===== src/hdl/ots_pkg.sv =====
// Summary of operation
// - Response byte at 50h, byte access, immediate.
// - Fault sets summary, fault flag, alerts host.
// - Fault released below warning threshold; restart allowed.
// - Warning above trip or disabled: 20C hysteresis.
// - Action 00b ignores the fault.
// - Action 01b: delay, then shut down.
// - Action 10b: shut down immediately, then retry.
// - Action 11b: hold off until below warning.
// - Retry 0: latch off after shutdown.
// - Retry 1-6: restart_wait_period wait, limited attempts, latch.
// - Hidden restarts while hot still count.
// - Retry 7: retry forever until off/success.
// - Delay code 0: 10ms delay, restart_wait_period equals rampup.
// - Delay codes 1-7: 1-7ms, restart_wait_period 2-4x rampup.
// - Unsupported writes rejected, flag set, host alerted.
// - Action 11b on command may stay faulted.
// - Warning threshold word at 51h, word access.
// - Warning word: exponent 15:11, mantissa 10:0.
// - Warning crossing sets summary, warning flag, alert.
// - Restore rounds warning to whole degree 0-160C.
// - Warning threshold 255C disables warning detection.
// - Above trip threshold declares fault; 255C disables.
package ots_pkg;
    // ************************************************
    // Command codes and field layout
    // ************************************************
    localparam logic [7:0] CMD_RESPONSE = 8'h50;
    localparam logic [7:0] CMD_WARN_LIMIT = 8'h51;
    localparam int ACT_MSB = 7;
    localparam int ACT_LSB = 6;
    localparam int RETRY_MSB = 5;
    localparam int RETRY_LSB = 3;
    localparam int DELAY_MSB = 2;
    localparam int DELAY_LSB = 0;
    localparam int LIN_EXP_MSB = 15;
    localparam int LIN_EXP_LSB = 11;
    localparam int LIN_MAN_MSB = 10;
    localparam logic [1:0] ACT_IGNORE = 2'h0;
    localparam logic [1:0] ACT_DELAYED = 2'h1;
    localparam logic [1:0] ACT_IMMEDIATE = 2'h2;
    localparam logic [1:0] ACT_HOLD = 2'h3;
    localparam logic [2:0] RETRY_NONE = 3'h0;
    localparam logic [2:0] RETRY_FOREVER = 3'h7;
    localparam logic [2:0] DELAY_DEFAULT_CODE = 3'h0;
    localparam logic [2:0] RESTART_WAIT_PERIOD_X3_CODE = 3'h4;
    localparam logic [2:0] RESTART_WAIT_PERIOD_X4_CODE = 3'h7;
    localparam logic [7:0] RESPONSE_RESET = 8'h80;
    localparam logic [15:0] WARN_RESET = 16'h0073;
    localparam logic [4:0] WARN_EXP_RESET = 5'h00;

    // ************************************************
    // Temperatures, held in quarter degrees
    // ************************************************
    localparam int Q2_SHIFT = 2;
    localparam logic signed [5:0] Q2_EXP_BIAS = 6'sh02;
    localparam logic signed [31:0] HALF_DEG_Q2 = 32'sh2;
    localparam logic signed [31:0] DISABLE_Q2 = 32'sh3fc;
    localparam logic signed [31:0] HYST_Q2 = 32'sh50;
    localparam logic signed [31:0] WARN_MIN_Q2 = 32'sh0;
    localparam logic signed [31:0] NVM_MIN_DEG = 32'sh0;
    localparam logic signed [31:0] NVM_MAX_DEG = 32'sha0;

    // ************************************************
    // Timing
    // ************************************************
    localparam int CLK_PERIOD_NS = 20;
    localparam int MS_NS = 1000000;
    localparam int CYC_PER_MS = MS_NS / CLK_PERIOD_NS;
    localparam logic [15:0] SHUT_DELAY_DEFAULT_MS = 16'h000a;

    typedef enum logic [2:0] {
        ST_OFF,
        ST_RUN,
        ST_DELAY,
        ST_HOLD,
        ST_RESTART_WAIT_PERIOD,
        ST_LATCH
    } ots_state_t;

    // Linear word to signed quarter degrees
    function automatic logic signed [31:0] lin_to_q2(input logic [15:0] w);
        logic signed [5:0] sh;
        logic [5:0] nsh;
        logic signed [31:0] m;
        sh = $signed({w[LIN_EXP_MSB], w[LIN_EXP_MSB:LIN_EXP_LSB]}) + Q2_EXP_BIAS;
        nsh = 6'(-sh);
        m = {{21{w[LIN_MAN_MSB]}}, w[LIN_MAN_MSB:0]};
        if (!sh[5]) begin
            lin_to_q2 = m <<< sh[4:0];
        end else begin
            lin_to_q2 = m >>> nsh[4:0];
        end
    endfunction
endpackage


===== src/hdl/ots_supervisor.sv =====
`timescale 1ns/1ps
module ots_supervisor #(
    parameter int CYC_PER_MS = ots_pkg::CYC_PER_MS
) (
    input wire logic clk_i,
    input wire logic reset_n_i,
    input wire logic cmd_write_i,
    input wire logic cmd_read_i,
    input wire logic cmd_word_i,
    input wire logic [7:0] cmd_code_i,
    input wire logic [15:0] cmd_wdata_i,
    input wire logic [15:0] temp_reading_i,
    input wire logic [15:0] trip_threshold_i,
    input wire logic [7:0] rampup_ms_i,
    input wire logic on_cmd_i,
    input wire logic startup_ok_i,
    input wire logic clear_faults_i,
    input wire logic nvm_restore_i,
    output logic [15:0] cmd_rdata_o,
    output logic cmd_ack_o,
    output logic power_enable_o,
    output logic latched_off_o,
    output logic status_temp_o,
    output logic thermal_fault_flag_o,
    output logic thermal_warning_flag_o,
    output logic cml_flag_o,
    output logic alert_n_o
);
    // ************************************************
    // Declarations
    // ************************************************
    logic [7:0] resp_q;
    logic [15:0] warn_word_q;
    logic fault_act_q;
    logic [2:0] att_q;
    ots_pkg::ots_state_t fsm_q;
    ots_pkg::ots_state_t fsm_d;
    logic [1:0] fault_action_select;
    logic [2:0] restart_attempt_count;
    logic [2:0] shutdown_delay_code;
    logic signed [31:0] temp_q2, trip_q2, warn_q2, wdata_q2, release_q2, warn_round;
    logic trip_en, warn_en, warn_usable, above_trip, above_warn, below_release, trip_evt;
    logic wr_resp, wr_warn, rd_resp, rd_warn, resp_ok, warn_ok, bad_cmd;
    logic fault_flag_d, warn_flag_d, summary_d, cml_d;
    logic [15:0] delay_ms, output_rampup_time, restart_wait_period, restart_wait_period_mult, tmr_load;
    logic tmr_start, tmr_stop, tmr_done, att_inc, att_clr, go_shut;

    assign fault_action_select = resp_q[ots_pkg::ACT_MSB:ots_pkg::ACT_LSB];
    assign restart_attempt_count = resp_q[ots_pkg::RETRY_MSB:ots_pkg::RETRY_LSB];
    assign shutdown_delay_code = resp_q[ots_pkg::DELAY_MSB:ots_pkg::DELAY_LSB];

    // ************************************************
    // Threshold comparison
    // ************************************************
    assign temp_q2 = ots_pkg::lin_to_q2(temp_reading_i);
    assign trip_q2 = ots_pkg::lin_to_q2(trip_threshold_i);
    assign warn_q2 = ots_pkg::lin_to_q2(warn_word_q);
    assign wdata_q2 = ots_pkg::lin_to_q2(cmd_wdata_i);
    assign trip_en = (trip_q2 != ots_pkg::DISABLE_Q2);
    assign warn_en = (warn_q2 != ots_pkg::DISABLE_Q2);
    assign warn_usable = warn_en && (warn_q2 <= trip_q2);
    assign release_q2 = warn_usable ? warn_q2 : (trip_q2 - ots_pkg::HYST_Q2);
    assign above_trip = trip_en && (temp_q2 > trip_q2);
    assign above_warn = warn_en && (temp_q2 > warn_q2);
    assign below_release = (temp_q2 < release_q2);
    assign trip_evt = above_trip && !fault_act_q;

    // Fault stays active through the hysteresis band
    always_ff @(posedge clk_i or negedge reset_n_i) begin
        if (!reset_n_i) begin
            fault_act_q <= 1'b0;
        end else if (above_trip) begin
            fault_act_q <= 1'b1;
        end else if (below_release) begin
            fault_act_q <= 1'b0;
        end
    end

    // ************************************************
    // Command decode
    // ************************************************
    assign wr_resp = cmd_write_i && (cmd_code_i == ots_pkg::CMD_RESPONSE);
    assign wr_warn = cmd_write_i && (cmd_code_i == ots_pkg::CMD_WARN_LIMIT);
    assign rd_resp = cmd_read_i && (cmd_code_i == ots_pkg::CMD_RESPONSE);
    assign rd_warn = cmd_read_i && (cmd_code_i == ots_pkg::CMD_WARN_LIMIT);
    assign resp_ok = wr_resp && !cmd_word_i;
    assign warn_ok = wr_warn && cmd_word_i && (wdata_q2 >= ots_pkg::WARN_MIN_Q2)
        && (wdata_q2 <= ots_pkg::DISABLE_Q2);
    // Wrong transfer size or out-of-range limit is refused
    assign bad_cmd = (wr_resp && cmd_word_i) || (wr_warn && !warn_ok)
        || (rd_resp && cmd_word_i) || (rd_warn && !cmd_word_i);

    always_comb begin
        warn_round = (warn_q2 + ots_pkg::HALF_DEG_Q2) >>> ots_pkg::Q2_SHIFT;
        if (warn_round < ots_pkg::NVM_MIN_DEG) begin
            warn_round = ots_pkg::NVM_MIN_DEG;
        end
        if (warn_round > ots_pkg::NVM_MAX_DEG) begin
            warn_round = ots_pkg::NVM_MAX_DEG;
        end
    end

    always_ff @(posedge clk_i or negedge reset_n_i) begin
        if (!reset_n_i) begin
            resp_q <= ots_pkg::RESPONSE_RESET;
        end else if (resp_ok) begin
            resp_q <= cmd_wdata_i[7:0];
        end
    end

    // A host write in the same cycle beats a restore
    always_ff @(posedge clk_i or negedge reset_n_i) begin
        if (!reset_n_i) begin
            warn_word_q <= ots_pkg::WARN_RESET;
        end else if (warn_ok) begin
            warn_word_q <= cmd_wdata_i;
        end else if (nvm_restore_i && warn_en) begin
            warn_word_q <= {ots_pkg::WARN_EXP_RESET, warn_round[10:0]};
        end
    end

    always_ff @(posedge clk_i or negedge reset_n_i) begin
        if (!reset_n_i) begin
            cmd_rdata_o <= 16'h0;
            cmd_ack_o <= 1'b0;
        end else begin
            cmd_ack_o <= rd_resp || rd_warn;
            if (rd_resp && !cmd_word_i) begin
                cmd_rdata_o <= {8'h00, resp_q};
            end else if (rd_warn && cmd_word_i) begin
                cmd_rdata_o <= warn_word_q;
            end else begin
                cmd_rdata_o <= 16'h0;
            end
        end
    end

    // ************************************************
    // Status flags, set wins over clear
    // ************************************************
    assign fault_flag_d = (thermal_fault_flag_o && !clear_faults_i) || trip_evt;
    assign warn_flag_d = (thermal_warning_flag_o && !clear_faults_i) || above_warn;
    assign summary_d = (status_temp_o && !clear_faults_i) || trip_evt || above_warn;
    assign cml_d = (cml_flag_o && !clear_faults_i) || bad_cmd;

    always_ff @(posedge clk_i or negedge reset_n_i) begin
        if (!reset_n_i) begin
            thermal_fault_flag_o <= 1'b0;
            thermal_warning_flag_o <= 1'b0;
            status_temp_o <= 1'b0;
            cml_flag_o <= 1'b0;
            alert_n_o <= 1'b1;
        end else begin
            thermal_fault_flag_o <= fault_flag_d;
            thermal_warning_flag_o <= warn_flag_d;
            status_temp_o <= summary_d;
            cml_flag_o <= cml_d;
            alert_n_o <= !(fault_flag_d || warn_flag_d || cml_d);
        end
    end

    // ************************************************
    // Delay and restart_wait_period periods
    // ************************************************
    always_comb begin
        if (shutdown_delay_code == ots_pkg::DELAY_DEFAULT_CODE) begin
            delay_ms = ots_pkg::SHUT_DELAY_DEFAULT_MS;
            restart_wait_period_mult = 16'h1;
        end else begin
            delay_ms = {13'h0, shutdown_delay_code};
            if (shutdown_delay_code < ots_pkg::RESTART_WAIT_PERIOD_X3_CODE) begin
                restart_wait_period_mult = 16'h2;
            end else if (shutdown_delay_code < ots_pkg::RESTART_WAIT_PERIOD_X4_CODE) begin
                restart_wait_period_mult = 16'h3;
            end else begin
                restart_wait_period_mult = 16'h4;
            end
        end
    end

    assign output_rampup_time = {8'h00, rampup_ms_i};
    assign restart_wait_period = 16'(output_rampup_time * restart_wait_period_mult);

    ots_ms_timer #(
        .CYC_PER_MS(CYC_PER_MS)
    ) u_timer (
        .clk_i(clk_i),
        .reset_n_i(reset_n_i),
        .start_i(tmr_start),
        .stop_i(tmr_stop),
        .load_ms_i(tmr_load),
        .done_o(tmr_done)
    );

    // ************************************************
    // Response state machine
    // ************************************************
    always_comb begin
        fsm_d = fsm_q;
        tmr_start = 1'b0;
        tmr_stop = 1'b0;
        tmr_load = restart_wait_period;
        att_inc = 1'b0;
        att_clr = 1'b0;
        go_shut = 1'b0;
        if (!on_cmd_i) begin
            fsm_d = ots_pkg::ST_OFF;
            tmr_stop = 1'b1;
            att_clr = 1'b1;
        end else begin
            case (fsm_q)
                ots_pkg::ST_OFF: begin
                    fsm_d = ots_pkg::ST_RUN;
                end
                ots_pkg::ST_RUN: begin
                    if (startup_ok_i) begin
                        att_clr = 1'b1;
                    end
                    if (fault_act_q) begin
                        case (fault_action_select)
                            ots_pkg::ACT_IGNORE: fsm_d = ots_pkg::ST_RUN;
                            ots_pkg::ACT_DELAYED: begin
                                fsm_d = ots_pkg::ST_DELAY;
                                tmr_start = 1'b1;
                                tmr_load = delay_ms;
                            end
                            ots_pkg::ACT_IMMEDIATE: go_shut = 1'b1;
                            default: fsm_d = ots_pkg::ST_HOLD;
                        endcase
                    end
                end
                ots_pkg::ST_DELAY: begin
                    if (!fault_act_q) begin
                        fsm_d = ots_pkg::ST_RUN;
                        tmr_stop = 1'b1;
                    end else if (tmr_done) begin
                        go_shut = 1'b1;
                    end
                end
                ots_pkg::ST_HOLD: begin
                    if (!fault_act_q) begin
                        go_shut = 1'b1;
                    end
                end
                ots_pkg::ST_RESTART_WAIT_PERIOD: begin
                    if (tmr_done) begin
                        if (restart_attempt_count != ots_pkg::RETRY_FOREVER
                                && att_q >= restart_attempt_count) begin
                            fsm_d = ots_pkg::ST_LATCH;
                        end else begin
                            att_inc = 1'b1;
                            if (fault_act_q) begin
                                tmr_start = 1'b1;
                            end else begin
                                fsm_d = ots_pkg::ST_RUN;
                            end
                        end
                    end
                end
                ots_pkg::ST_LATCH: begin
                    fsm_d = ots_pkg::ST_LATCH;
                end
                default: begin
                    fsm_d = ots_pkg::ST_OFF;
                end
            endcase
            // Common shutdown path into retry policy
            if (go_shut) begin
                if (restart_attempt_count == ots_pkg::RETRY_NONE) begin
                    fsm_d = ots_pkg::ST_LATCH;
                end else begin
                    fsm_d = ots_pkg::ST_RESTART_WAIT_PERIOD;
                    tmr_start = 1'b1;
                    tmr_load = restart_wait_period;
                end
            end
        end
    end

    always_ff @(posedge clk_i or negedge reset_n_i) begin
        if (!reset_n_i) begin
            fsm_q <= ots_pkg::ST_OFF;
            power_enable_o <= 1'b0;
            latched_off_o <= 1'b0;
        end else begin
            fsm_q <= fsm_d;
            power_enable_o <= (fsm_d == ots_pkg::ST_RUN) || (fsm_d == ots_pkg::ST_DELAY);
            latched_off_o <= (fsm_d == ots_pkg::ST_LATCH);
        end
    end

    // Saturates so the endless mode never wraps
    always_ff @(posedge clk_i or negedge reset_n_i) begin
        if (!reset_n_i) begin
            att_q <= 3'h0;
        end else if (att_clr) begin
            att_q <= 3'h0;
        end else if (att_inc && att_q != ots_pkg::RETRY_FOREVER) begin
            att_q <= att_q + 3'h1;
        end
    end
endmodule


===== src/hdl/ots_ms_timer.sv =====
`timescale 1ns/1ps
module ots_ms_timer #(
    parameter int CYC_PER_MS = ots_pkg::CYC_PER_MS
) (
    input wire logic clk_i,
    input wire logic reset_n_i,
    input wire logic start_i,
    input wire logic stop_i,
    input wire logic [15:0] load_ms_i,
    output logic done_o
);
    // ************************************************
    // Millisecond prescaler and down counter
    // ************************************************
    logic [31:0] pre_q;
    logic [15:0] ms_q;
    logic busy_q;
    logic tick;

    assign tick = (pre_q == 32'(CYC_PER_MS - 1));

    always_ff @(posedge clk_i or negedge reset_n_i) begin
        if (!reset_n_i) begin
            pre_q <= 32'h0;
        end else if (start_i || stop_i || tick) begin
            pre_q <= 32'h0;
        end else if (busy_q) begin
            pre_q <= pre_q + 32'h1;
        end
    end

    // Zero load still waits one full tick
    always_ff @(posedge clk_i or negedge reset_n_i) begin
        if (!reset_n_i) begin
            ms_q <= 16'h0;
            busy_q <= 1'b0;
            done_o <= 1'b0;
        end else begin
            done_o <= 1'b0;
            if (stop_i) begin
                busy_q <= 1'b0;
            end else if (start_i) begin
                ms_q <= (load_ms_i == 16'h0) ? 16'h1 : load_ms_i;
                busy_q <= 1'b1;
            end else if (busy_q && tick) begin
                ms_q <= ms_q - 16'h1;
                if (ms_q == 16'h1) begin
                    busy_q <= 1'b0;
                    done_o <= 1'b1;
                end
            end
        end
    end
endmodule


===== config.mk =====
export PLATFORM = sky130hd
export DESIGN_NAME = ots_supervisor
export DESIGN_NICKNAME = d
export VERILOG_FILES = /design/src/hdl/ots_pkg.sv /design/src/hdl/ots_supervisor.sv /design/src/hdl/ots_ms_timer.sv
export SDC_FILE = /design/constraint.sdc
export NUM_CORES = 1
export LEC_CHECK = 0
export BUFFER_PORTS_ARGS = -buffer_cell sky130_fd_sc_hd__buf_4
export CORE_ASPECT_RATIO = 1.25
export CORE_MARGIN = 4
export CORE_UTILIZATION = 58
export DETAILED_ROUTE_END_ITERATION = 8
export GPL_TIMING_DRIVEN = 1
export PLACE_DENSITY = 0.79
export SLEW_MARGIN = 20
export SYNTH_ARGS = -nofsm -noshare
export SYNTH_HDL_FRONTEND = slang
export SYNTH_SLANG_ARGS = --single-unit

===== constraint.sdc =====
create_clock -name clk_i -period 6.4 [get_ports clk_i]
set_input_delay 0.96 -clock clk_i [delete_from_list [all_inputs] [get_ports clk_i]]
set_output_delay 0.96 -clock clk_i [all_outputs]
set_load 0.1 [all_outputs]

After elaboration in Yosys (flattened, before gate mapping)
Cells that the tools add are included.
Widths: inputs -> output; s select.

storage, ports and cells
  register bits = 105
  bits of input ports = 73
  output and inout port bits = 24
  logic and storage cells = 201

operators by class
  $add $sub $neg = 13
  multiply operators = 1
  order comparisons = 11
  equality and inequality tests = 18
  shifts and indexed selects = 8
  muxes and demuxes = 72
  bitwise gates (word level) = 1
  reduce and logical (&&, ||, !) cells = 59

operator list
  cell                   number
  $mux 32                8
  $mux 16                13
  $sshl 11x5->32         4
  $sshr 11x5->32         4
  $gt 32x32->1           2
  $ne 32x11->1 const B   2
  $mux 1                 34
  $mux 3                 11
  $add 32x1->32 const B  1
  $add 32x3->32 const B  1
  $eq 32x16->1 const B   1
  $ge 32x1->1 const B    1
  $gt 32x9->1 const B    1
  $le 32x11->1 const B   1
  $le 32x32->1           1
  $lt 32x32->1           1
  $sub 32x8->32 const B  1
  $lt 30x1->1 const B    1
  $logic_and 1x1->1      26
  $add 5x3->6 const B    4
  $neg 5->5              4
  $pmux 3 s6             1
  $eq 16x1->1 const B    1
  $eq 8x7->1 const B     2
  other kinds (25)       57

Longest topological paths before layout
Gate-level depths: netlist of the first run.

  depth after elaboration = 15
  depth in mapped cells = 37
  mapped depth without buffers = 32

Modules after synthesis
From an unflattened synthesis of the first run, not the netlist that was laid out.

unflattened totals
  cell total of the unflattened synthesis = 2184
  area total of the unflattened synthesis = 17654.4 um^2

modules (own cells, without submodules)
  module          instances  cells an instance  area an instance (um^2)  sequential area each (um^2)
  ots_supervisor  1          1876               14694.1                  1385.1
  ots_ms_timer    1          308                2960.3                   1251.2

Worst setup path before layout of the first run
No wires, ideal clock.

  path type = input to register
  start = input trip_threshold_i[12]
  end = register fault_act_q
  data arrival time = 7.189 ns
  data required time = 6.322 ns
  path slack = -0.866 ns
  stages = 34
  cell sequence = ha_1 -> buf_4 -> xor2_4 -> clkbuf_1 -> nand2_1 -> a31oi_1 -> nor2_1 -> or3_1 -> nand2_1 -> inv_1 -> ha_1 -> nand4_1 -> or2_2 -> nor4_1 -> a211oi_1 -> o2111ai_1 -> a311oi_1 -> a211oi_1 -> or2_1 -> buf_2 -> clkbuf_1 -> a21oi_1 -> ha_1 -> a21o_1 -> a21o_1 -> a21o_1 -> a21o_1 -> a2111oi_0 -> o21a_1 -> o211ai_1 -> nor4b_1 -> a2111o_1 -> xor2_1 -> o2bb2ai_1

on the way
  longest elaborated chain between the ends = 9
  elaborated cells between the ends (all ways) = 15
  classes of those cells = 3 x add/sub; 3 x order compare; 1 x eq/ne; 2 x shift; 3 x mux; 3 x reduce/logical

ends and longest elaborated chain
  element                      line                  source
  start, declared              ots_supervisor.sv:13  input wire logic [15:0] trip_threshold_i,
  $add 5x3->6 (*)              ots_pkg.sv:86         sh = $signed({w[LIN_EXP_MSB], w[LIN_EXP_MSB:LIN_EXP_LSB]}) + Q2_EXP_BIAS;
  $neg 5->5                    ots_pkg.sv:87         nsh = 6'(-sh);
  $sshr 11x5->32               ots_pkg.sv:92         lin_to_q2 = m >>> nsh[4:0];
  $mux 32 (*)                  ots_pkg.sv:89         if (!sh[5]) begin
  $le 32x32->1                 ots_supervisor.sv:61  assign warn_usable = warn_en && (warn_q2 <= trip_q2);
  $logic_and 1x1->1            ots_supervisor.sv:61
  $mux 32                      ots_supervisor.sv:62  assign release_q2 = warn_usable ? warn_q2 : (trip_q2 - ots_pkg::HYST_Q2);
  $lt 32x32->1                 ots_supervisor.sv:65  assign below_release = (temp_q2 < release_q2);
  $reduce_bool 2->1 (no line)  --
  end signal, assigned         ots_supervisor.sv:71  fault_act_q <= 1'b0;
  end signal, assigned         ots_supervisor.sv:73  fault_act_q <= 1'b1;
  end signal, assigned         ots_supervisor.sv:75  fault_act_q <= 1'b0;
  end, declared                ots_supervisor.sv:34  logic fault_act_q;

Mark *: on every way between the ends. The rest lies on a longest branch, timed or not.
A chain may end at the register's enable or synchronous reset.

Worst setup path in the final report of the first run
Ends and elaborated chain as after synthesis.

==> qor.txt, run 1 <==
DETAILED ROUTING
--------------------------------------------------------------------------------------
Vias per std cell                                                                 6.50
Drt drc                                                                              0
Final routed wire length divided by cell count                                 21.2 um
Antenna-violating nets left                                                          0
Total wirelength of the detailed-routed design                                63200 um
Initial DRT Pass Iterations                                                          6
Drt initial violations                                                            1745
Via count                                                                        19400

YOSYS
--------------------------------------------------------------------------------------
Mean instance size in the synthesized netlist                               7.87 sq um
Sequential cell area fraction in the yosys report                                15.2%
Top-count cell post-synth                                                      nand2_1
Count of flip-flops with a built-in enable after synthesis                           0
Number of nets in the synthesized netlist                                         2466
Syn. warnings                                                                        0
Cell type with the highest aggregate area in the netlist                       dfrtp_1
Synth unique cells                                                                 115
Most frequently used flop master after synthesis                               dfrtp_1
Share of flip-flops with an asynchronous set or reset after synthesis             100%
Top post-synthesis cells by count                                         228 x nand2_1, 215 x nor2_1, 181 x ha_1
Top cell type's share of synthesized area                                        14.1%
Syn Std Cell Area                                                          17400 sq um
Top area cells in the synthesized netlist                                 dfrtp_1 14%, ha_1 13%, mux4_2 6.6%, nand2_1 4.9%, nor2_1 4.6%
Post-synthesis register bit count                                                  105
Post-synthesis cell count                                                         2206

GLOBAL ROUTING
--------------------------------------------------------------------------------------
Total overflow reported by the global router                                         0
Antenna violations before repair                                                     0
Wire length of the first global-routing pass                                  99200 um
Via count of the first global-routing pass                                       18800
Overall global routing resource usage                                            37.3%
Pin count of the biggest net entering global routing                                75

STA
--------------------------------------------------------------------------------------
Final hold slack                                                                520 ps
Minimum setup slack in the final design                                        -253 ps
Share of the clock period used by the worst path after layout                     104%
Min Clock Period, post-route                                                   6650 ps
Total setup violations reported at the end of the flow                               1
RSZ-0062 raised after global routing                                               yes
Final Hold Viols                                                                     0
Fin Clk Skew                                                                   12.5 ps
Slew @ Worst Pin                                                               1060 ps
Max-Slew Margin vs Limit                                                         29.2%
Max Clk Rate                                                                   150 MHz
Max-slew violation count                                                             0

CRITICAL PATH
--------------------------------------------------------------------------------------
Register-to-Register Setup Slack                                               -180 ps
Source of the worst register-to-register timing path                      warn_word_q[11]
Critical path startpoint                                                  trip_threshold_i[12]
Path depth of the worst reg2reg path                                                31
Setup Crit Path Kind                                                      input port to flop
WP data required                                                               6640 ps
CP arrival                                                                     6890 ps
Delay of the slowest critical-path stage                                        560 ps
FF-to-FF End                                                               fault_act_q
End of the critical path                                                   fault_act_q
Worst Path Max Fanout                                                                8
Setup crit end kind                                                               flop
Cell with the largest stage delay on the worst path                             mux4_2
Type of origin of the critical path                                         input port

STATUS
--------------------------------------------------------------------------------------
Violations in the final reports                                           negative setup slack
Run status                                                                finished, violations left

CTS
--------------------------------------------------------------------------------------
Clock latency of the later-clocked register in the worst-skew pair              370 ps
Cell chosen for the clock root                                               clkbuf_16
Clock slew at the register clock pins of the worst setup and hold paths          80 ps
CTS sink cnt                                                                       105
Post-CTS Hold Buffers                                                                0
CTS tree                                                                          done
Maximum level of the CTS H-tree                                                      3
Buffer levels on the longest clock path                                              2
Number of buffers added by the clock tree synthesis step                             9

POWER AND IR DROP
--------------------------------------------------------------------------------------
Power consumption                                                              2.92 mW
Largest vdd supply drop                                                       0.144 mV
Total power per unit cell area                                             134 nW/um^2
Leakage power summed over all cells                                            10.1 nW

PLACED DESIGN
--------------------------------------------------------------------------------------
Final HPWL from detailed placement                                            50500 um
Final Wtd Congestion                                                              1.02
Port buffer count                                                                   96

FINISH
--------------------------------------------------------------------------------------
Layout area overhead                                                             26.0%
Fillcell total                                                                    2275
Antenna diode count                                                                  0
Number of nets in the finished design                                             2838
Share of cells above drive strength 1                                            28.6%
Post-layout utilization of the core                                              74.4%

MIN PATH
--------------------------------------------------------------------------------------
Hold Crit Class                                                           input port to async pin

FLOW RUN
--------------------------------------------------------------------------------------
Reported max-cap violation count                                                     0

DIE
--------------------------------------------------------------------------------------
Core Region                                                                29400 sq um
Vertical die dimension                                                          201 um
Area of the die                                                            32800 sq um
I/O pins                                                                            97
Chip width                                                                      163 um
Effective utilization at floorplan                                               59.0%
Number of placement rows                                                            70

==> state kept, by name, indices dropped and copies added (netlist names), 3 cells and up <==
register       flops
u_timer.ms_q      16
u_timer.pre_q     32
fsm_q              3
resp_q             8
att_q              3
warn_word_q       16
cmd_rdata_o       16
==> repair_timing <==
item | CTS | global route
setup endpoints to repair | 1 | 1
cloned | 2 | 0
setup buffers | 32 | 8
gates resized for setup | 57 | 50
pin swaps | 27 | 27
==> logic make-up after synthesis <==
| logic type | after synthesis | share of synthesized area, % |
|---|---|---|
| AO/OA/AOI/OAI | 585 | 22.3 |
| XOR/XNOR | 114 | 6.43 |
| multiplexers | 170 | 13.9 |
| AND/OR/NAND/NOR | 805 | 22.7 |
| flip-flops | 105 | 15.2 |
| adder cells (fa/ha/maj) | 190 | 13.9 |
| buffers and inverters | 237 | 5.64 |
==> metal layers <==
metal / track usage, % / share of wire, % / vias to the layer above
li1: - / - / 8902
met1: 44.2 / 38 / 9188
met2: 63.6 / 48 / 987
met3: 3.69 / 6.3 / 283
met4: 24.9 / 7.9 / 0
met5: 0 / 0 / -
==> layout make-up <==
cell class / instances / area, sq um / share of cell area (%)
Clock buffer: 9 / 225 / 1.03
Inverter: 111 / 418 / 1.91
Multi-Input combinational cell: 1865 / 14200 / 65.1
Clock inverter: 7 / 68.8 / 0.314
Tap cell: 396 / 495 / 2.26
Timing Repair Buffer: 486 / 3790 / 17.3
Sequential cell: 105 / 2640 / 12.1
==> metrics by stage <==
step | area, sq um | TNS [ps] | setup slack [ps] | std cells
2_1_floorplan | 17600 | -241 | -241 | 2206
3_3_place_gp | 20800 | -733 | -733 | 2921
3_5_place_dp | 20800 | -900 | -900 | 2921
4_1_cts | 21600 | -131 | -131 | 2971
5_1_grt | 21900 | -537 | -537 | 2979
6_report | 21900 | -253 | -253 | 2979
==> where the power goes <==
part	leakage, nW	internal [mW]	switching (mW)	total, mW
sequential	1.40	0.686	0.0378	0.723
combinational	8.56	0.725	0.915	1.64
clock	0.143	0.275	0.287	0.561
==> cell usage in the layout (no fill, tap or decap), types with 49 or more instances in the layout <==
master / Yosys / final
o21ai_0: 138 / 122
xnor2_1: 57 / 56
mux4_2: 51 / 51
a21o_1: 50 / 50
nand2_1: 228 / 225
nand3_1: 51 / 51
mux2i_1: 78 / 73
nor3_1: 54 / 49
dfrtp_1: 98 / 96
ha_1: 181 / 173
nor2_1: 215 / 207
a21oi_1: 145 / 133
buf_4: 5 / 471
inv_1: 105 / 101
==> how the worst min path moves through the flow <==
stage	to	slack [ps]	depth (start not counted)
after CTS	u_timer.ms_q[11]	520	2
after global placement	u_timer.ms_q[11]	470	2
final	cmd_rdata_o[15]	520	1
after floorplan	u_timer.ms_q[6]	450	2
after detailed placement	u_timer.ms_q[11]	500	2
after global routing	cmd_rdata_o[15]	550	1
==> worst max-delay path, delay by kind of cell <==
| family | cells | cell delay (ps) |
|---|---|---|
| XOR/XNOR | 2 | 430 |
| AO/OA/AOI/OAI | 15 | 2640 |
| AND/OR/NAND/NOR | 7 | 800 |
| adder cells (fa/ha/maj) | 3 | 790 |
| buffers and inverters | 5 | 670 |
| multiplexers | 1 | 560 |
Power figures use the tool's default switching activity.
==> run 2: changes to the inputs <==
Settings changed: PLACE_DENSITY 0.79 to 0.75.
==> qor.txt, run 2 (synthesis gave the netlist of run 1 again) <==
DETAILED ROUTING
--------------------------------------------------------------------------------------
Via count                                                                        19100
Final routed wire length divided by cell count                                 21.2 um
Vias per std cell                                                                 6.43
Antenna-violating nets left                                                          0
Total wirelength of the detailed-routed design                                62900 um
Drt drc                                                                              0
Initial DRT Pass Iterations                                                          6
Drt initial violations                                                            1860

DIE
--------------------------------------------------------------------------------------
Effective utilization at floorplan                                               59.0%
Vertical die dimension                                                          201 um
Area of the die                                                            32800 sq um
I/O pins                                                                            97
Chip width                                                                      163 um
Number of placement rows                                                            70
Core Region                                                                29400 sq um

POWER AND IR DROP
--------------------------------------------------------------------------------------
Largest vdd supply drop                                                       0.114 mV
Sw Pwr                                                                         1.24 mW
Switching part of the total power                                                42.1%
Combinational share of power                                                     56.5%
Share of power burned in registers                                               24.6%
Part of the power in the clock network                                           19.0%
Leakage power summed over all cells                                            10.0 nW
Total power per unit cell area                                             136 nW/um^2
Cell internal pwr                                                              1.71 mW

FINISH
--------------------------------------------------------------------------------------
Antenna diode count                                                                  0
Finished Cell Area                                                         21800 sq um
Number of nets in the finished design                                             2830
Layout area overhead                                                             25.3%
Biggest register                                                          u_timer.pre_q
Most frequent cells in the layout                                         461 x buf_4, 223 x nand2_1, 203 x nor2_1, 174 x ha_1, 137 x a21oi_1
Share of cells above drive strength 1                                            27.9%
Leading cell type in the layout, fill and taps excluded                          buf_4
Count of placed standard cells in the final layout, fillers left out              2971
Flip-flop count of the largest register, all copies and words added                 32

CRITICAL PATH
--------------------------------------------------------------------------------------
Buffers & Inverters on Critical Path                                                 4
Critical path startpoint                                                  warn_word_q[12]
Setup Crit Path Kind                                                      flop to flop
FF-to-FF End                                                               fault_act_q
Path depth of the worst reg2reg path                                                30
Delay of the slowest critical-path stage                                        580 ps
CP arrival                                                                     6890 ps
Type of origin of the critical path                                               flop
Total number of cells along the worst setup path                                    30
Source of the worst register-to-register timing path                      warn_word_q[12]
WP data required                                                               6700 ps
Cell with the largest stage delay on the worst path                             mux4_2
End of the critical path                                                   fault_act_q
Top Family by Delay on Critical Path                                      compound AO/OA/AOI/OAI gates
Worst Path Max Fanout                                                               16
Most prevalent standard cell on the critical path                               a21o_1
Setup crit end kind                                                               flop
Register-to-Register Setup Slack                                               -190 ps

CTS
--------------------------------------------------------------------------------------
Cell chosen for the clock root                                               clkbuf_16
Clock slew at the register clock pins of the worst setup and hold paths          80 ps
Number of buffers added by the clock tree synthesis step                             9
Clock latency of the later-clocked register in the worst-skew pair              370 ps
CTS tree                                                                          done
Maximum level of the CTS H-tree                                                      3
Buffer levels on the longest clock path                                              2
CTS sink cnt                                                                       105

FLOW RUN
--------------------------------------------------------------------------------------
Reported max-cap violation count                                                     0

STA
--------------------------------------------------------------------------------------
Max Clk Rate                                                                   152 MHz
Final Hold Viols                                                                     0
Min Clock Period, post-route                                                   6590 ps
Minimum setup slack in the final design                                        -188 ps
Total setup violations reported at the end of the flow                               1
Max-slew violation count                                                             0
Slew @ Worst Pin                                                               1060 ps
RSZ-0062 raised after global routing                                               yes
Max-Slew Margin vs Limit                                                         29.5%
Total negative slack for setup checks                                          -188 ps
Share of the clock period used by the worst path after layout                     103%
Final hold slack                                                                504 ps
Fin Clk Skew                                                                   11.1 ps

GLOBAL ROUTING
--------------------------------------------------------------------------------------
Overall global routing resource usage                                            36.9%
Antenna violations before repair                                                     0
Pin count of the biggest net entering global routing                                76
Global-route met3 utilization                                                    5.49%
GR Util met2                                                                     63.5%
Total overflow reported by the global router                                         0
Wire length of the first global-routing pass                                  97800 um
Via count of the first global-routing pass                                       19100
Met1 layer usage reported by global route                                        41.4%
Most utilized layer in the global route result                                    met2

PLACED DESIGN
--------------------------------------------------------------------------------------
Worst slack at placement                                                       -820 ps
Port buffer count                                                                   96
Total cell area at the placement stage                                     20600 sq um
DP Cell Count                                                                     2902
Final HPWL from detailed placement                                            50100 um
Final Wtd Congestion                                                              1.04

MIN PATH
--------------------------------------------------------------------------------------
Hold Crit Class                                                           flop to flop

STATUS
--------------------------------------------------------------------------------------
Run status                                                                finished, violations left
Violations in the final reports                                           negative setup slack

## run 2: cell types whose count changed in the layout (fill, tap and decap cells not counted), moves of 4 or more
cell / before / now
a21oi_1: 133 / 137
nor2_2: 6 / 11
nor2_1: 207 / 203
buf_4: 471 / 461
a21oi_2: 14 / 10
## run 2: power groups by stage
stage               clock network (mW)  registers (mW)  logic [mW]
finish                           0.560           0.725        1.67
global route                     0.588           0.727        1.80
CTS                              0.562           0.722        1.59
detailed placement                   0           0.733        1.52
global placement                     0           0.732        1.48
floorplan                            0           0.765       0.935
## run 2: repair_timing
| action | CTS | global route |
|---|---|---|
| endpoints found under the hold margin | 0 | 0 |
| setup buffers | 45 | 6 |
| hold buffers | 0 | 0 |
| resized for setup | 57 | 42 |
| pin swaps | 29 | 29 |
| cloned | 0 | 2 |
| endpoints found under the setup margin | 1 | 4 |
## run 2: worst register-to-register path, delay by kind of cell, from the launching register on
family,cells,cell delay (ps)
AOI/OAI and AO/OA,16,3040
xor gates and xnor gates,1,140
adders and majority gates,3,970
buffers and inverters,4,670
DFF,1,480
muxes,1,590
and+or+nand+nor,5,620
## run 2: stage by stage
| step | util (%) | total power, mW |
|---|---|---|
| 4_1_cts | 73.2 | 2.88 |
| 3_5_place_dp | 70.2 | 2.25 |
| 5_1_grt | 74.0 | 3.11 |
| 2_1_floorplan | - | 1.70 |
| 3_3_place_gp | 70.2 | 2.21 |
| 6_report | 74.0 | 2.95 |
## run 2: cell type report
cell class | instances | area [sq um]
Sequential cell | 105 | 2640
Timing Repair Buffer | 479 | 3710
Clock inverter | 5 | 45.0
Fill cell | 2358 | 7660
Inverter | 111 | 417
Tap cell | 396 | 495
Multi-Input combinational cell | 1864 | 14200
Clock buffer | 11 | 253
## run 2: worst min-delay path by stage
stage / slack, ps / to / startpoint / cells past startpoint
final: 500 / u_timer.ms_q[11] / u_timer.ms_q[11] / 2
after global routing: 540 / u_timer.ms_q[11] / u_timer.ms_q[11] / 2
after CTS: 500 / u_timer.ms_q[11] / u_timer.ms_q[11] / 2
after detailed placement: 490 / u_timer.ms_q[11] / u_timer.ms_q[11] / 2
after global placement: 460 / u_timer.ms_q[6] / u_timer.ms_q[6] / 2
after floorplan: 450 / u_timer.ms_q[6] / u_timer.ms_q[6] / 2
## run 2: per-layer routing
layer	vias up	routed length [um]
li1	8866	-
met1	9070	23500
met2	862	30300
met3	314	3810
met4	0	5240
met5	-	0
==> run 3: changes to the inputs <==
Settings changed: GPL_TIMING_DRIVEN 1 to 0.
==> qor.txt, run 3 (synthesis gave the netlist of run 1 again) <==
STATUS
--------------------------------------------------------------------------------------
Run status                                                                finished, violations left
Violations in the final reports                                           negative setup slack

GLOBAL ROUTING
--------------------------------------------------------------------------------------
Pin count of the biggest net entering global routing                               106
Wire length of the first global-routing pass                                  95100 um
Via count of the first global-routing pass                                       18400
Overall global routing resource usage                                            35.4%
Total overflow reported by the global router                                         0
Antenna violations before repair                                                     0

CRITICAL PATH
--------------------------------------------------------------------------------------
Most prevalent standard cell on the critical path                                buf_4
WP data required                                                               6670 ps
Delay of the slowest critical-path stage                                        390 ps
Type of origin of the critical path                                         input port
Setup Crit Path Kind                                                      input port to flop
Setup crit end kind                                                               flop
Worst Path Max Fanout                                                                6
Cell with the largest stage delay on the worst path                            o32ai_1
CP arrival                                                                     7460 ps

FINISH
--------------------------------------------------------------------------------------
Number of nets in the finished design                                             2660
Post-layout utilization of the core                                              69.9%
Total area of multi-input combinational cells                              14500 sq um
Flip-flop count of the largest register, all copies and words added                 32
Biggest register                                                          u_timer.pre_q
Leading cell type in the layout, fill and taps excluded                        nand2_1
Fillcell total                                                                    2383
Most frequent cells in the layout                                         219 x nand2_1, 200 x nor2_1, 185 x buf_4, 174 x ha_1, 131 x a21oi_1
Area taken by flip-flops and latches                                        2640 sq um
Share of cells above drive strength 1                                            21.9%
Count of placed standard cells in the final layout, fillers left out              2801
Layout area overhead                                                             18.4%
Antenna diode count                                                                  0

PLACED DESIGN
--------------------------------------------------------------------------------------
Port buffer count                                                                   87
Final HPWL from detailed placement                                            45400 um
Worst slack at placement                                                      -2090 ps
Final Wtd Congestion                                                              1.02
DP Cell Count                                                                     2690

CTS
--------------------------------------------------------------------------------------
CTS tree                                                                          done
Clock slew at the register clock pins of the worst setup and hold paths          80 ps
Maximum level of the CTS H-tree                                                      3
CTS sink cnt                                                                       105
Buffer levels on the longest clock path                                              2
Cell chosen for the clock root                                               clkbuf_16
Number of buffers added by the clock tree synthesis step                             9
Clock latency of the later-clocked register in the worst-skew pair              360 ps

DETAILED ROUTING
--------------------------------------------------------------------------------------
Initial DRT Pass Iterations                                                          5
Total wirelength of the detailed-routed design                                60500 um
Final routed wire length divided by cell count                                 21.6 um
Via count                                                                        18700
Vias per std cell                                                                 6.69
Drt drc                                                                              0
Drt initial violations                                                            1844
Antenna-violating nets left                                                          0

DIE
--------------------------------------------------------------------------------------
Area of the die                                                            32800 sq um
Number of placement rows                                                            70
Vertical die dimension                                                          201 um
Core Region                                                                29400 sq um
Effective utilization at floorplan                                               59.0%
Chip width                                                                      163 um
I/O pins                                                                            97

STA
--------------------------------------------------------------------------------------
Share of the clock period used by the worst path after layout                     112%
Max-Slew Margin vs Limit                                                         34.0%
Slew @ Worst Pin                                                                991 ps
Total setup violations reported at the end of the flow                               4
RSZ-0062 raised after global routing                                               yes
Max Clk Rate                                                                   139 MHz
Minimum setup slack in the final design                                        -796 ps
Min Clock Period, post-route                                                   7200 ps
Max-slew violation count                                                             0
Final Hold Viols                                                                     0
Fin Clk Skew                                                                   15.2 ps
Final hold slack                                                                502 ps

POWER AND IR DROP
--------------------------------------------------------------------------------------
Leakage power summed over all cells                                            9.05 nW
Total power per unit cell area                                             139 nW/um^2
Largest vdd supply drop                                                       0.124 mV
Power consumption                                                              2.87 mW

FLOW RUN
--------------------------------------------------------------------------------------
Reported max-cap violation count                                                     0

MIN PATH
--------------------------------------------------------------------------------------
Hold Crit Class                                                           flop to flop

==> run 3: final timing paths <==
kind	from	end	slack [ps]	depth (start not counted)
max in group asynchronous	reset_n_i	u_timer.pre_q[3]	5010	1
min in group asynchronous	reset_n_i	warn_word_q[8]	690	1
worst min-delay path	u_timer.ms_q[6]	u_timer.ms_q[6]	500	2
worst max register to register	warn_word_q[12]	fault_act_q	-690	33
worst max-delay path	trip_threshold_i[11]	alert_n_o	-800	47
worst min register to register	u_timer.ms_q[6]	u_timer.ms_q[6]	500	2
==> run 3: layout make-up <==
| type | count | area share (%) |
|---|---|---|
| Timing Repair Buffer | 185 | 6.88 |
| Inverter | 111 | 2.11 |
| Clock buffer | 10 | 1.11 |
| Sequential cell | 105 | 12.8 |
| Tap cell | 396 | 2.41 |
| Clock inverter | 6 | 0.402 |
| Buffer | 124 | 3.78 |
| Multi-Input combinational cell | 1864 | 70.5 |
==> run 3: power breakdown <==
group	internal [mW]	switching, mW
logic	0.641	0.936
registers	0.686	0.0234
clock network	0.313	0.269
total	1.64	1.23
==> run 3: per-stage QoR <==
step	area, sq um	setup TNS [ps]
6_report	20600	-2880
5_1_grt	20600	-3270
4_1_cts	20400	-858
3_5_place_dp	18700	-2090
3_3_place_gp	18700	-2050
2_1_floorplan	17600	-241
==> run 3: worst max-delay path: cells and delay by family <==
kind / cells / cell delay [ps]
AO/OA/AOI/OAI: 5 / 1020
multiplexers: 1 / 310
AND/OR/NAND/NOR: 2 / 250
XOR/XNOR: 1 / 90
adder cells (fa/ha/maj): 1 / 170
buffers and inverters: 37 / 4630
==> run 3: repair_timing <==
item / in CTS / in global routing
buffers inserted: 95 / 4
resized for setup: 180 / 36
pin swaps: 43 / 20
hold buffers: 0 / 0
setup endpoints to repair: 1 / 4
==> run 3: per-layer routing <==
metal	wire [um]	share of wire (%)	track usage (%)	vias up
li1	-	-	-	8524
met1	22400	37	41.1	8795
met2	28900	48	60.3	1063
met3	4590	7.6	5.45	355
met4	4680	7.7	22.5	0
met5	0	0	0	-
